<file path="src/jtl_pkg.sv">
// Purpose: shared constants and types for the link alignment transmitter
// Assumes: one lane, one octet per clock in 8b/10b modes, one block per clock in 64b/66b modes
// Notes:   control characters are carried as raw octets with a k flag, ahead of the 8b/10b encoder
package jtl_pkg;

  // ****************************************
  // control characters (k flag set)
  // ****************************************
  localparam logic [7:0] CH_COMMA     = 8'hbc;
  localparam logic [7:0] CH_MF_START  = 8'h1c;
  localparam logic [7:0] CH_MF_END    = 8'h7c;
  localparam logic [7:0] CH_CFG_MARK  = 8'h9c;
  localparam logic [7:0] CH_FRAME_END = 8'hfc;

  // ****************************************
  // scrambled-mode octets that turn into alignment characters
  // ****************************************
  localparam logic [7:0] SCR_FRAME_OCT = 8'hfc;
  localparam logic [7:0] SCR_MF_OCT    = 8'h7c;

  // ****************************************
  // alignment sequence and 64b/66b structure
  // ****************************************
  localparam logic [1:0] ILAS_LAST_MF  = 2'h3;
  localparam logic [1:0] ILAS_CFG_MF   = 2'h1;
  localparam int         CFG_OCTETS    = 14;
  localparam logic [4:0] MB_LAST_BLK   = 5'h1f;
  localparam logic [4:0] SHS_EOEMB_BIT = 5'h16;
  localparam logic [4:0] SHS_PIL_ZERO  = 5'h1b;
  localparam logic [4:0] SHS_CRC_END   = 5'h0e;
  localparam logic [4:0] SHS_FEC_HI    = 5'h15;
  localparam logic [4:0] SHS_FEC_LO    = 5'h17;
  localparam logic [1:0] HDR_ONE       = 2'h1;
  localparam logic [1:0] HDR_ZERO      = 2'h2;

  // ****************************************
  // sync header mode select values
  // ****************************************
  localparam logic [1:0] SHM_CRC12 = 2'h0;
  localparam logic [1:0] SHM_FEC   = 2'h2;

  // ****************************************
  // types
  // ****************************************
  typedef enum logic [1:0] {ST_CGS, ST_WAIT, ST_ILAS, ST_DATA} jtl_state_e;

  typedef struct packed {
    logic       k;
    logic [7:0] d;
  } jtl_char_s;

  typedef struct packed {
    logic                   sync_m;
    logic                   sync_s;
    logic                   ref_m;
    logic                   ref_s;
    logic                   ref_p;
    jtl_state_e             st;
    logic [7:0]             oct_cnt;
    logic [7:0]             frm_cnt;
    logic [1:0]             ilas_mf;
    logic [7:0]             last_oct;
    jtl_char_s              ch;
    logic [4:0]             blk_cnt;
    logic [7:0]             emb_cnt;
    logic [25:0]            par;
    logic [65:0]            blk;
    logic                   blk_vld;
  } jtl_reg_s;

endpackage

</file>
<file path="src/jtl_link_tx.sv">
// Purpose: transmit link alignment: comma stream, lane alignment sequence, alignment characters, 64b/66b headers
// Assumes: sync_n_i and sysref_i come from pins; data_i and blk_i come from logic on core_clk_i
// Notes:   blk_i is already scrambled; char_o feeds the 8b/10b encoder; blk_o[65:64] is the header
`timescale 1ns/1ps

// How it works
// - sync low sends continuous comma characters
// - after sync rises wait for multiframe edge
// - four multiframes, start R, end A
// - second multiframe carries configuration octets
// - repeated last octet becomes F or A
// - scrambled fc becomes F, 7c becomes A
// - scrambled block gets two-bit header first
// - 32-block multiblock, E multiblocks extended
// - sysref resets extended multiblock phase
// - header 01 sends one, 10 zero
// - stream ends with 00001 pilot
// - bit 22 marks last multiblock
// - only crc-12 or fec content offered
// - mode 0 selects crc-12
// - mode 2 selects fec parity
// - sysref resets multiframe phase
module jtl_link_tx
#(
  parameter int F = 2,
  parameter int K = 32,
  parameter int E = 1
)
(
  // clock and reset
  input  wire logic                           core_clk_i,
  input  wire logic                           rst_n_i,
  input  wire logic                           clk_en_i,
  // pins
  input  wire logic                           sync_n_i,
  input  wire logic                           sysref_i,
  // configuration
  input  wire logic                           mode_64b66b_i,
  input  wire logic                           scramble_en_i,
  input  wire logic [1:0]                     sync_header_mode_select_i,
  input  wire logic [jtl_pkg::CFG_OCTETS*8-1:0] ilas_cfg_i,
  // 8b/10b side
  input  wire logic [7:0]                     data_i,
  output logic                                data_take_o,
  output jtl_pkg::jtl_char_s                  char_o,
  // 64b/66b side
  input  wire logic [63:0]                    blk_i,
  input  wire logic [25:0]                    par_i,
  output logic                                blk_take_o,
  output logic [65:0]                         blk_o,
  output logic                                blk_vld_o
);

  // ****************************************
  // state
  // ****************************************
  jtl_pkg::jtl_reg_s q;
  jtl_pkg::jtl_reg_s d;

  logic        ref_edge;
  logic [7:0]  oct_pos;
  logic [7:0]  frm_pos;
  logic [4:0]  blk_pos;
  logic [7:0]  emb_pos;
  logic        frm_end;
  logic        mf_end;
  logic        mf_start;
  logic        eoemb;
  logic [15:0] lin;
  logic [25:0] par_cur;
  logic [1:0]  hdr;

  // ****************************************
  // frame and multiblock phase
  // ****************************************
  // sysref restarts both clocks with the current cycle as phase zero
  assign ref_edge = q.ref_s & ~q.ref_p;
  assign oct_pos  = ref_edge ? 8'h00 : q.oct_cnt;
  assign frm_pos  = ref_edge ? 8'h00 : q.frm_cnt;
  assign blk_pos  = ref_edge ? 5'h00 : q.blk_cnt;
  assign emb_pos  = ref_edge ? 8'h00 : q.emb_cnt;
  assign frm_end  = oct_pos == 8'(F - 1);
  assign mf_end   = frm_end && (frm_pos == 8'(K - 1));
  assign mf_start = (oct_pos == 8'h00) && (frm_pos == 8'h00);
  assign eoemb    = emb_pos == 8'(E - 1);
  assign lin      = 16'(frm_pos * F) + 16'(oct_pos);
  // parity of the previous multiblock is taken at block 0 and held
  assign par_cur  = (blk_pos == 5'h00) ? par_i : q.par;

  jtl_sh_enc u_sh_enc
  (
    .mode_i  (sync_header_mode_select_i),
    .idx_i   (blk_pos),
    .eoemb_i (eoemb),
    .par_i   (par_cur),
    .hdr_o   (hdr)
  );

  // ****************************************
  // next state
  // ****************************************
  always_comb
  begin
    d = q;
    if (clk_en_i)
    begin
      d.sync_m  = sync_n_i;
      d.sync_s  = q.sync_m;
      d.ref_m   = sysref_i;
      d.ref_s   = q.ref_m;
      d.ref_p   = q.ref_s;
      d.oct_cnt = frm_end ? 8'h00 : 8'(oct_pos + 8'h01);
      d.frm_cnt = mf_end ? 8'h00 : (frm_end ? 8'(frm_pos + 8'h01) : frm_pos);
      d.blk_cnt = 5'(blk_pos + 5'h01);
      d.emb_cnt = (blk_pos == jtl_pkg::MB_LAST_BLK) ? (eoemb ? 8'h00 : 8'(emb_pos + 8'h01)) : emb_pos;
      if (blk_pos == 5'h00)
        d.par = par_i;
      if (mode_64b66b_i)
      begin
        d.st      = jtl_pkg::ST_CGS;
        d.blk     = {hdr, blk_i};
        d.blk_vld = 1'b1;
      end
      else
      begin
        d.blk_vld = 1'b0;
        if (!q.sync_s)
        begin
          d.st = jtl_pkg::ST_CGS;
          d.ch = '{k: 1'b1, d: jtl_pkg::CH_COMMA};
        end
        else
        begin
          unique case (q.st)
            jtl_pkg::ST_CGS:
            begin
              d.ch = '{k: 1'b1, d: jtl_pkg::CH_COMMA};
              d.st = jtl_pkg::ST_WAIT;
            end
            jtl_pkg::ST_WAIT:
            begin
              d.ch = '{k: 1'b1, d: jtl_pkg::CH_COMMA};
              if (mf_start)
              begin
                d.ch      = '{k: 1'b1, d: jtl_pkg::CH_MF_START};
                d.st      = jtl_pkg::ST_ILAS;
                d.ilas_mf = 2'h0;
              end
            end
            jtl_pkg::ST_ILAS:
            begin
              d.ch = '{k: 1'b0, d: lin[7:0]};
              if (mf_start)
                d.ch = '{k: 1'b1, d: jtl_pkg::CH_MF_START};
              else if (mf_end)
                d.ch = '{k: 1'b1, d: jtl_pkg::CH_MF_END};
              else if (q.ilas_mf == jtl_pkg::ILAS_CFG_MF && lin == 16'h0001)
                d.ch = '{k: 1'b1, d: jtl_pkg::CH_CFG_MARK};
              else if (q.ilas_mf == jtl_pkg::ILAS_CFG_MF && lin >= 16'h0002 && lin < 16'(jtl_pkg::CFG_OCTETS + 2))
                d.ch = '{k: 1'b0, d: ilas_cfg_i[(lin - 16'h0002) * 8 +: 8]};
              if (mf_end)
              begin
                d.ilas_mf = 2'(q.ilas_mf + 2'h1);
                if (q.ilas_mf == jtl_pkg::ILAS_LAST_MF)
                  d.st = jtl_pkg::ST_DATA;
              end
            end
            jtl_pkg::ST_DATA:
            begin
              d.ch = '{k: 1'b0, d: data_i};
              if (frm_end)
              begin
                d.last_oct = data_i;
                if (!scramble_en_i && data_i == q.last_oct)
                  d.ch = '{k: 1'b1, d: mf_end ? jtl_pkg::CH_MF_END : jtl_pkg::CH_FRAME_END};
                else if (scramble_en_i && mf_end && data_i == jtl_pkg::SCR_MF_OCT)
                  d.ch = '{k: 1'b1, d: jtl_pkg::CH_MF_END};
                else if (scramble_en_i && data_i == jtl_pkg::SCR_FRAME_OCT)
                  d.ch = '{k: 1'b1, d: jtl_pkg::CH_FRAME_END};
              end
            end
          endcase
        end
      end
    end
  end

  // ****************************************
  // registers
  // ****************************************
  always_ff @(posedge core_clk_i)
  begin
    if (!rst_n_i)
      q <= '{st: jtl_pkg::ST_CGS, ch: '{k: 1'b1, d: jtl_pkg::CH_COMMA}, default: '0};
    else
      q <= d;
  end

  // ****************************************
  // outputs
  // ****************************************
  // data is pulled only while frames flow, so the source sees real back-pressure
  assign data_take_o = clk_en_i & ~mode_64b66b_i & q.sync_s & (q.st == jtl_pkg::ST_DATA);
  assign blk_take_o  = clk_en_i & mode_64b66b_i;
  assign char_o      = q.ch;
  assign blk_o       = q.blk;
  assign blk_vld_o   = q.blk_vld;

  // ****************************************
  // checks
  // ****************************************
  cgs_comma_a: assert property (@(posedge core_clk_i) disable iff (!rst_n_i)
    (clk_en_i && !mode_64b66b_i && !q.sync_s) |=> (char_o.k && char_o.d == jtl_pkg::CH_COMMA))
    else $error("comma not sent while sync low");

  ilas_start_a: assert property (@(posedge core_clk_i) disable iff (!rst_n_i)
    (clk_en_i && !mode_64b66b_i && q.sync_s && q.st == jtl_pkg::ST_WAIT) |=>
    (char_o.d == jtl_pkg::CH_MF_START) == $past(mf_start))
    else $error("alignment sequence started off the multiframe edge");

  ilas_end_a: assert property (@(posedge core_clk_i) disable iff (!rst_n_i)
    (clk_en_i && !mode_64b66b_i && q.sync_s && q.st == jtl_pkg::ST_ILAS && mf_end) |=>
    (char_o.k && char_o.d == jtl_pkg::CH_MF_END))
    else $error("multiframe of alignment sequence not closed by A");

  ilas_cfg_a: assert property (@(posedge core_clk_i) disable iff (!rst_n_i)
    (clk_en_i && !mode_64b66b_i && q.sync_s && q.st == jtl_pkg::ST_ILAS && q.ilas_mf == 2'h1 && lin == 16'h0001)
    |=> (char_o.k && char_o.d == jtl_pkg::CH_CFG_MARK))
    else $error("configuration marker missing");

  frame_repeat_a: assert property (@(posedge core_clk_i) disable iff (!rst_n_i)
    (data_take_o && !scramble_en_i && frm_end && !mf_end && data_i == q.last_oct) |=>
    (char_o.k && char_o.d == jtl_pkg::CH_FRAME_END))
    else $error("repeated frame octet not replaced by F");

  frame_scr_a: assert property (@(posedge core_clk_i) disable iff (!rst_n_i)
    (data_take_o && scramble_en_i && frm_end && data_i == jtl_pkg::SCR_FRAME_OCT) |=> char_o.k)
    else $error("scrambled fc octet not replaced");

  hdr_comp_a: assert property (@(posedge core_clk_i) disable iff (!rst_n_i)
    blk_vld_o |-> (blk_o[65] != blk_o[64]))
    else $error("sync header bits not complementary");

  pilot_zero_a: assert property (@(posedge core_clk_i) disable iff (!rst_n_i)
    (blk_take_o && blk_pos >= jtl_pkg::SHS_PIL_ZERO && blk_pos != jtl_pkg::MB_LAST_BLK) |=>
    (blk_o[65:64] == jtl_pkg::HDR_ZERO))
    else $error("pilot zero missing");

  eoemb_hdr_a: assert property (@(posedge core_clk_i) disable iff (!rst_n_i)
    (blk_take_o && blk_pos == jtl_pkg::SHS_EOEMB_BIT) |=>
    (blk_o[65:64] == ($past(eoemb) ? jtl_pkg::HDR_ONE : jtl_pkg::HDR_ZERO)))
    else $error("end of extended multiblock bit wrong");

  sysref_phase_a: assert property (@(posedge core_clk_i) disable iff (!rst_n_i)
    (clk_en_i && ref_edge) |=> (q.blk_cnt == 5'h01 && q.emb_cnt == 8'h00))
    else $error("sysref did not reset the block phase");

  ilas_seen_c:  cover property (@(posedge core_clk_i) disable iff (!rst_n_i)
    q.st == jtl_pkg::ST_ILAS ##1 q.st == jtl_pkg::ST_DATA);
  a_subst_c:    cover property (@(posedge core_clk_i) disable iff (!rst_n_i)
    q.st == jtl_pkg::ST_DATA && char_o.k && char_o.d == jtl_pkg::CH_MF_END);
  eoemb_one_c:  cover property (@(posedge core_clk_i) disable iff (!rst_n_i)
    blk_take_o && blk_pos == jtl_pkg::SHS_EOEMB_BIT && eoemb);

endmodule

</file>
<file path="src/jtl_sh_enc.sv">
// Purpose: sync header stream bit and 2-bit header for one block of a multiblock
// Assumes: par_i holds the parity of the previous multiblock; crc-12 in bits 11:0
// Notes:   purely combinational; command bits are always zero
`timescale 1ns/1ps
module jtl_sh_enc
(
  // control
  input  wire logic [1:0]  mode_i,
  input  wire logic [4:0]  idx_i,
  input  wire logic        eoemb_i,
  input  wire logic [25:0] par_i,
  // header, bit 1 is sent first
  output logic      [1:0]  hdr_o
);

  // ****************************************
  // stream bit per position
  // ****************************************
  function automatic logic shs_bit(input logic [1:0] m, input logic [4:0] i, input logic e, input logic [25:0] p);
    logic [4:0] k;
    k = 5'(i - (i >> 2));
    if (i == jtl_pkg::MB_LAST_BLK)
      return 1'b1;
    if (i >= jtl_pkg::SHS_PIL_ZERO)
      return 1'b0;
    if (i == jtl_pkg::SHS_EOEMB_BIT)
      return e;
    if (m == jtl_pkg::SHM_FEC)
    begin
      if (i <= jtl_pkg::SHS_FEC_HI)
        return p[5'd25 - i];
      if (i == jtl_pkg::SHS_FEC_LO)
        return p[3];
      return p[5'd26 - i];
    end
    // any other code falls back to crc-12: crc-3 and command channel are not offered
    // fixed ones sit at every fourth position up to 23 and just below the extended-multiblock bit
    if (i[1:0] == 2'h3 || i == 5'(jtl_pkg::SHS_EOEMB_BIT - 5'h01))
      return 1'b1;
    if (i <= jtl_pkg::SHS_CRC_END)
      return p[5'd11 - k];
    return 1'b0;
  endfunction

  // complementary header: 01 carries a one, 10 a zero
  assign hdr_o = shs_bit(mode_i, idx_i, eoemb_i, par_i) ? jtl_pkg::HDR_ONE : jtl_pkg::HDR_ZERO;

endmodule

</file>
<file path="config.mk">
export PLATFORM = sky130hd
export DESIGN_NAME = jtl_link_tx
export DESIGN_NICKNAME = d
export VERILOG_FILES = /design/src/jtl_pkg.sv /design/src/jtl_link_tx.sv /design/src/jtl_sh_enc.sv
export SDC_FILE = /design/constraint.sdc
export NUM_CORES = 1
export LEC_CHECK = 0
export ABC_AREA = 1
export ABC_CLOCK_PERIOD_IN_PS = 9200
export BUFFER_PORTS_ARGS = -buffer_cell sky130_fd_sc_hd__buf_2
export CORE_ASPECT_RATIO = 1.2
export CORE_UTILIZATION = 54
export CTS_BUF_LIST = sky130_fd_sc_hd__clkbuf_2 sky130_fd_sc_hd__clkbuf_4 sky130_fd_sc_hd__clkbuf_8
export CTS_CLUSTER_DIAMETER = 50
export DETAILED_ROUTE_END_ITERATION = 10
export GPL_TIMING_DRIVEN = 0
export PLACE_DENSITY = 0.82
export SETUP_SLACK_MARGIN = 0.5
export SYNTH_ARGS = -nofsm -noshare
export SYNTH_HDL_FRONTEND = slang
export SYNTH_SLANG_ARGS = --single-unit
</file>
<file path="constraint.sdc">
create_clock -name core_clk_i -period 9.2 [get_ports core_clk_i]
set_input_delay 1.84 -clock core_clk_i [delete_from_list [all_inputs] [get_ports core_clk_i]]
set_output_delay 1.84 -clock core_clk_i [all_outputs]
set_load 0.005 [all_outputs]
</file>
Yosys cells after proc, flatten, opt, wreduce, memory -nomap -nowiden --
Cells that the tools add are included.
Word-level totals: register bits after elaboration 148, bits of input ports 219, word-level logic and storage cells 179
Cells by class: add/sub/neg operators 11, magnitude comparators 8, equal/unequal tests 23, shifts and indexed selects 1, mux-type cells 90, bitwise gates (word level) 7, reduce and logical (&&, ||, !) cells 22
Operator list (number):
- $shiftx A112 B33 Y8 | 1
- $mux W8 | 11
- $mux W9 | 8
- $mux W1 | 55
- $pmux W9 S4 | 1
- $mux W26 | 1
- $add A8 B1 Y8 const B | 3
- $logic_not A8 Y1 | 3
- $eq A5 B5 Y1 const B | 4
- $lt A5 B6 Y1 const B | 3
- $mux W2 | 8
- $bmux W1 S5 | 3
- $ne A4 B4 Y1 const B | 3
- $sub A10 B2 Y11 const B | 1
- $add A9 B8 Y10 | 1
- $eq A10 B1 Y1 const B | 1
- $eq A2 B2 Y1 const B | 5
- $ge A10 B2 Y1 const B | 1
- $lt A10 B5 Y1 const B | 1
- $reduce_and A5 Y1 | 2
- $sub A5 B5 Y5 const A | 2
- $logic_and A1 B1 Y1 | 9
- $eq A8 B1 Y1 const B | 1
- $eq A8 B5 Y1 const B | 1
- 25 further kinds | 33

Longest topological paths before layout --
word-level depth 28, mapped depth 26, gate-level depth less buffers 26

By module --
From an unflattened synthesis, not the netlist that was laid out.
Second synthesis, totals: cell total of the unflattened synthesis 1652, area total of the unflattened synthesis 10426.2 µm²
Modules (own cells, without submodules):
- jtl_link_tx | instances 1, cells each 1392, area an instance 9054.9 µm², seq. area each 2962.8 µm²
- jtl_sh_enc | instances 1, cells each 260, area an instance 1371.3 µm², seq. area each 0.0 µm²

Least setup slack after synthesis --
Ideal clock, no wire load.
kind input-to-output, start point input port clk_en_i, end point output port data_take_o, data arrival time 2697 ps, setup slack 4663 ps, stages on the path 7, path buffers 1, cells stage by stage clkbuf_1 inv_1 nor2_1 inv_1 nor2_1 inv_1 nor2_1
Between the ends: cells in the longest elaborated chain, start to end 3
RTL lines:
- from (decl) | line jtl_link_tx.sv:33 | input wire logic clk_en_i,
- $and A1 B1 Y1 (3 in series) | line jtl_link_tx.sv:203 | assign data_take_o = clk_en_i & ~mode_64b66b_i & q.sync_s & (q.st == jtl_pkg::ST_DATA);
- to (decl) | line jtl_link_tx.sv:44 | output logic data_take_o,
No other way between the ends.

Final worst setup path --
Same ends and word-level chain as after synthesis.

==> qor.txt <==
status = finished clean
WP buf/inv = 5
relative slew slack = 52.9%
Tmin final = 5.17 ns
Detailed Route Iter0 Violations = 915
CP arrival = 3.33 ns
vias in the first global route = 11200
fraction of layout cells with a size suffix above 1 = 23.2%
clk_lat worst skew = 0.46 ns
Die ar. = 20000 sq um
CP Launch Type = primary input
Cell Rows = 55
peak supply drop = 89.2 uV
clock slew at reported path FFs = 0.09 ns
cts repair resizes = 0
final hold violation count = 0
post-synth top area cell = dfxtp_1
Crit path required time = 7.36 ns
worst stage delay on the critical path = 0.38 ns
pin count of the biggest net entering global routing = 17
synth unique cells = 49
Tot GR Track Use = 33.1%
# nets final = 2254
drt wl/cell = 14.8 microns
TritonRoute pass-1 iters = 6
H-tree lvl count = 4
I/O pin cnt = 297
Peak Freq = 194 MHz
RSZ-0062 raised after global routing = no
Mapped Nets = 1940
Slew @ Worst Pin = 0.706 ns
P&R area growth vs syn = 21.3%
Final period util = 56.2%
Placed Area = 12300 sq um
final setup TNS = 0 ns
post-route cell area = 12700 sq um
Synth area leaders = dfxtp_1 28%, nand2_1 11%, nor2_1 9.6%, o21ai_0 9.5%, inv_1 6.6%
largest buffer count on any clock path = 2
worst path cell trace = clkbuf_1 -> inv_1 -> nor2_1 -> inv_1 -> nor2_1 -> inv_1 -> nor2_1 -> buf_2
commonest cells after routing, fill and taps aside = 312 x buf_2, 297 x nand2_1, 268 x nor2_1
Top delay family on crit path = buffers and inverters
Yosys Warn Count = 0
# hold bufs at CTS = 0
Seq/Total Area, Yosys = 28.3%
Pwr Total = 1.75 mW
Tightest Hold Check Type = flip-flop to flip-flop
ANT nets after route = 0
port buffer count = 295
core footprint = 18900 sq um
Setup crit end kind = output pin
CTS tree = yes
initial antenna violation count = 2
Die Width = 129 microns
total gr overflow = 0
Die H = 155 microns
Final Non-Filler Cells = 2267
CP max FO = 9
Setup Fix Bufs, Post-CTS = 0
first-pass GRT wire length = 52.3 mm
DR DRC count = 0
Layout Skew = 0.0154 ns
Syn Area/Cell = 6.22 sq um
Routed WL = 33.5 mm
#FFs+latches synth = 148
final core utilization = 67.1%
pwr/cell area = 138 nW/um^2
Setup-failing EPs final = 0
Crit-path slowest cell = clkbuf_1
vias = 12000
placed cell count = 2233
clock root buffer = clkbuf_8
effective utilization at floorplan = 55.3%
total of max-cap violations = 0
commonest non-fill, non-tap cell in the layout = buf_2
critical setup path kind = primary input to output pin
Slew Limit Fails = 0
clock sinks = 148
Lkg Pwr = 6.49 nW
hpwl dp = 26.2 mm
Synth Instances = 1682
top-area cell type share of the netlist area = 28.3%
GP Congestion = 0.957
vias per inst = 5.29
Num CTS Buffers = 17
Syn Std Cell Area = 10500 sq um
[kinds of logic (layout without fill, tap and decap cells)]
kind of cell | Yosys count | after routing | share of synthesized area (%)
XOR/XNOR | 14 | 14 | 1.31
adder cells (fa/ha/maj) | 39 | 39 | 4.73
flip-flops | 148 | 148 | 28.3
AO/OA/AOI/OAI | 354 | 354 | 18.1
other | 0 | 2 | 0
buffers and inverters | 352 | 679 | 15.7
AND/OR/NAND/NOR | 775 | 775 | 31.9
[routing by layer]
metal	routed length [microns]	global-route usage, %
met1	12900	35.7
met2	16700	60.3
met3	2080	5.26
met4	1810	19.4
met5	0	0
[final cells by class]
cell class | count | area, sq um
diodes | 2 | 5.00
plain buffers | 154 | 901
clock buffers | 17 | 234
clock inverters | 15 | 191
fillers | 1791 | 6230
inverters | 198 | 744
multi-input cells | 1182 | 5860
flip-flops and latches | 148 | 2960
well taps | 256 | 320
repair buffers | 295 | 1480
[path summary, 6_finish.rpt]
kind | cells after the start | to | slack [ns] | from
setup reg to reg | 22 | blk_o[64] | 5.20 | q[143]
setup / recovery | 8 | data_take_o | 4.03 | clk_en_i
hold / removal | 2 | char_o[1] | 0.46 | char_o[1]
hold reg to reg | 2 | char_o[1] | 0.46 | char_o[1]
[cells in the mapped netlist, drive strengths merged]
cell and count:
o21a 3, or3 1, a221oi 2, and2 13, buf 102, clkinv 2
inv 196, a2bb2oi 1, o21ai 210, o211ai 12, nand3b 4, o22ai 26
clkbuf 52, a31oi 6, xor2 11, a211oi 2, or2 1, nor2 276
a21oi 88, nand3 125, dfxtp 148, a31o 1, nand2 311, nor4 4
nor3 10, nand4 30, xnor2 3, a21o 1, ha 38, fa 1
a32o 1, o21bai 1
[power by group]
group	switching, mW	total [mW]	internal (mW)
Combinational	0.315	0.513	0.198
Sequential	0.0170	0.692	0.675
Clock	0.287	0.542	0.254
Total	0.619	1.75	1.13
[worst reg2reg max path, stage by stage (launching register included)]
cell and delay, ns:
dfxtp_1 0.36, inv_2 0.08, nand2_4 0.09, buf_12 0.17, nand2_1 0.13, buf_1 0.52, ha_1 0.30, clkbuf_1 0.34
clkbuf_1 0.46, nand4_1 0.22, and2_1 0.25, nand2_1 0.07, nand3_1 0.07, nand3_1 0.11, nand3_1 0.09, nand3_1 0.09
nand3_1 0.12, nand3_1 0.10, nand2_1 0.06, nand2_1 0.06, nand2_1 0.06, nand2_1 0.07, a21oi_1 0.06
[metrics by stage]
step	worst slack, ns	hold WS, ns
after detailed placement	4.07	0.446
after floorplan	4.66	0.427
after CTS	4.06	0.460
after global placement	4.11	0.447
final	4.03	0.458
after global routing	3.92	0.472
[registers in the layout, indices dropped and copies added, names as in the netlist]
name,cells
q,72
char_o,9
blk_o,66
blk_vld_o,1
Power figures use the tool's default switching activity.
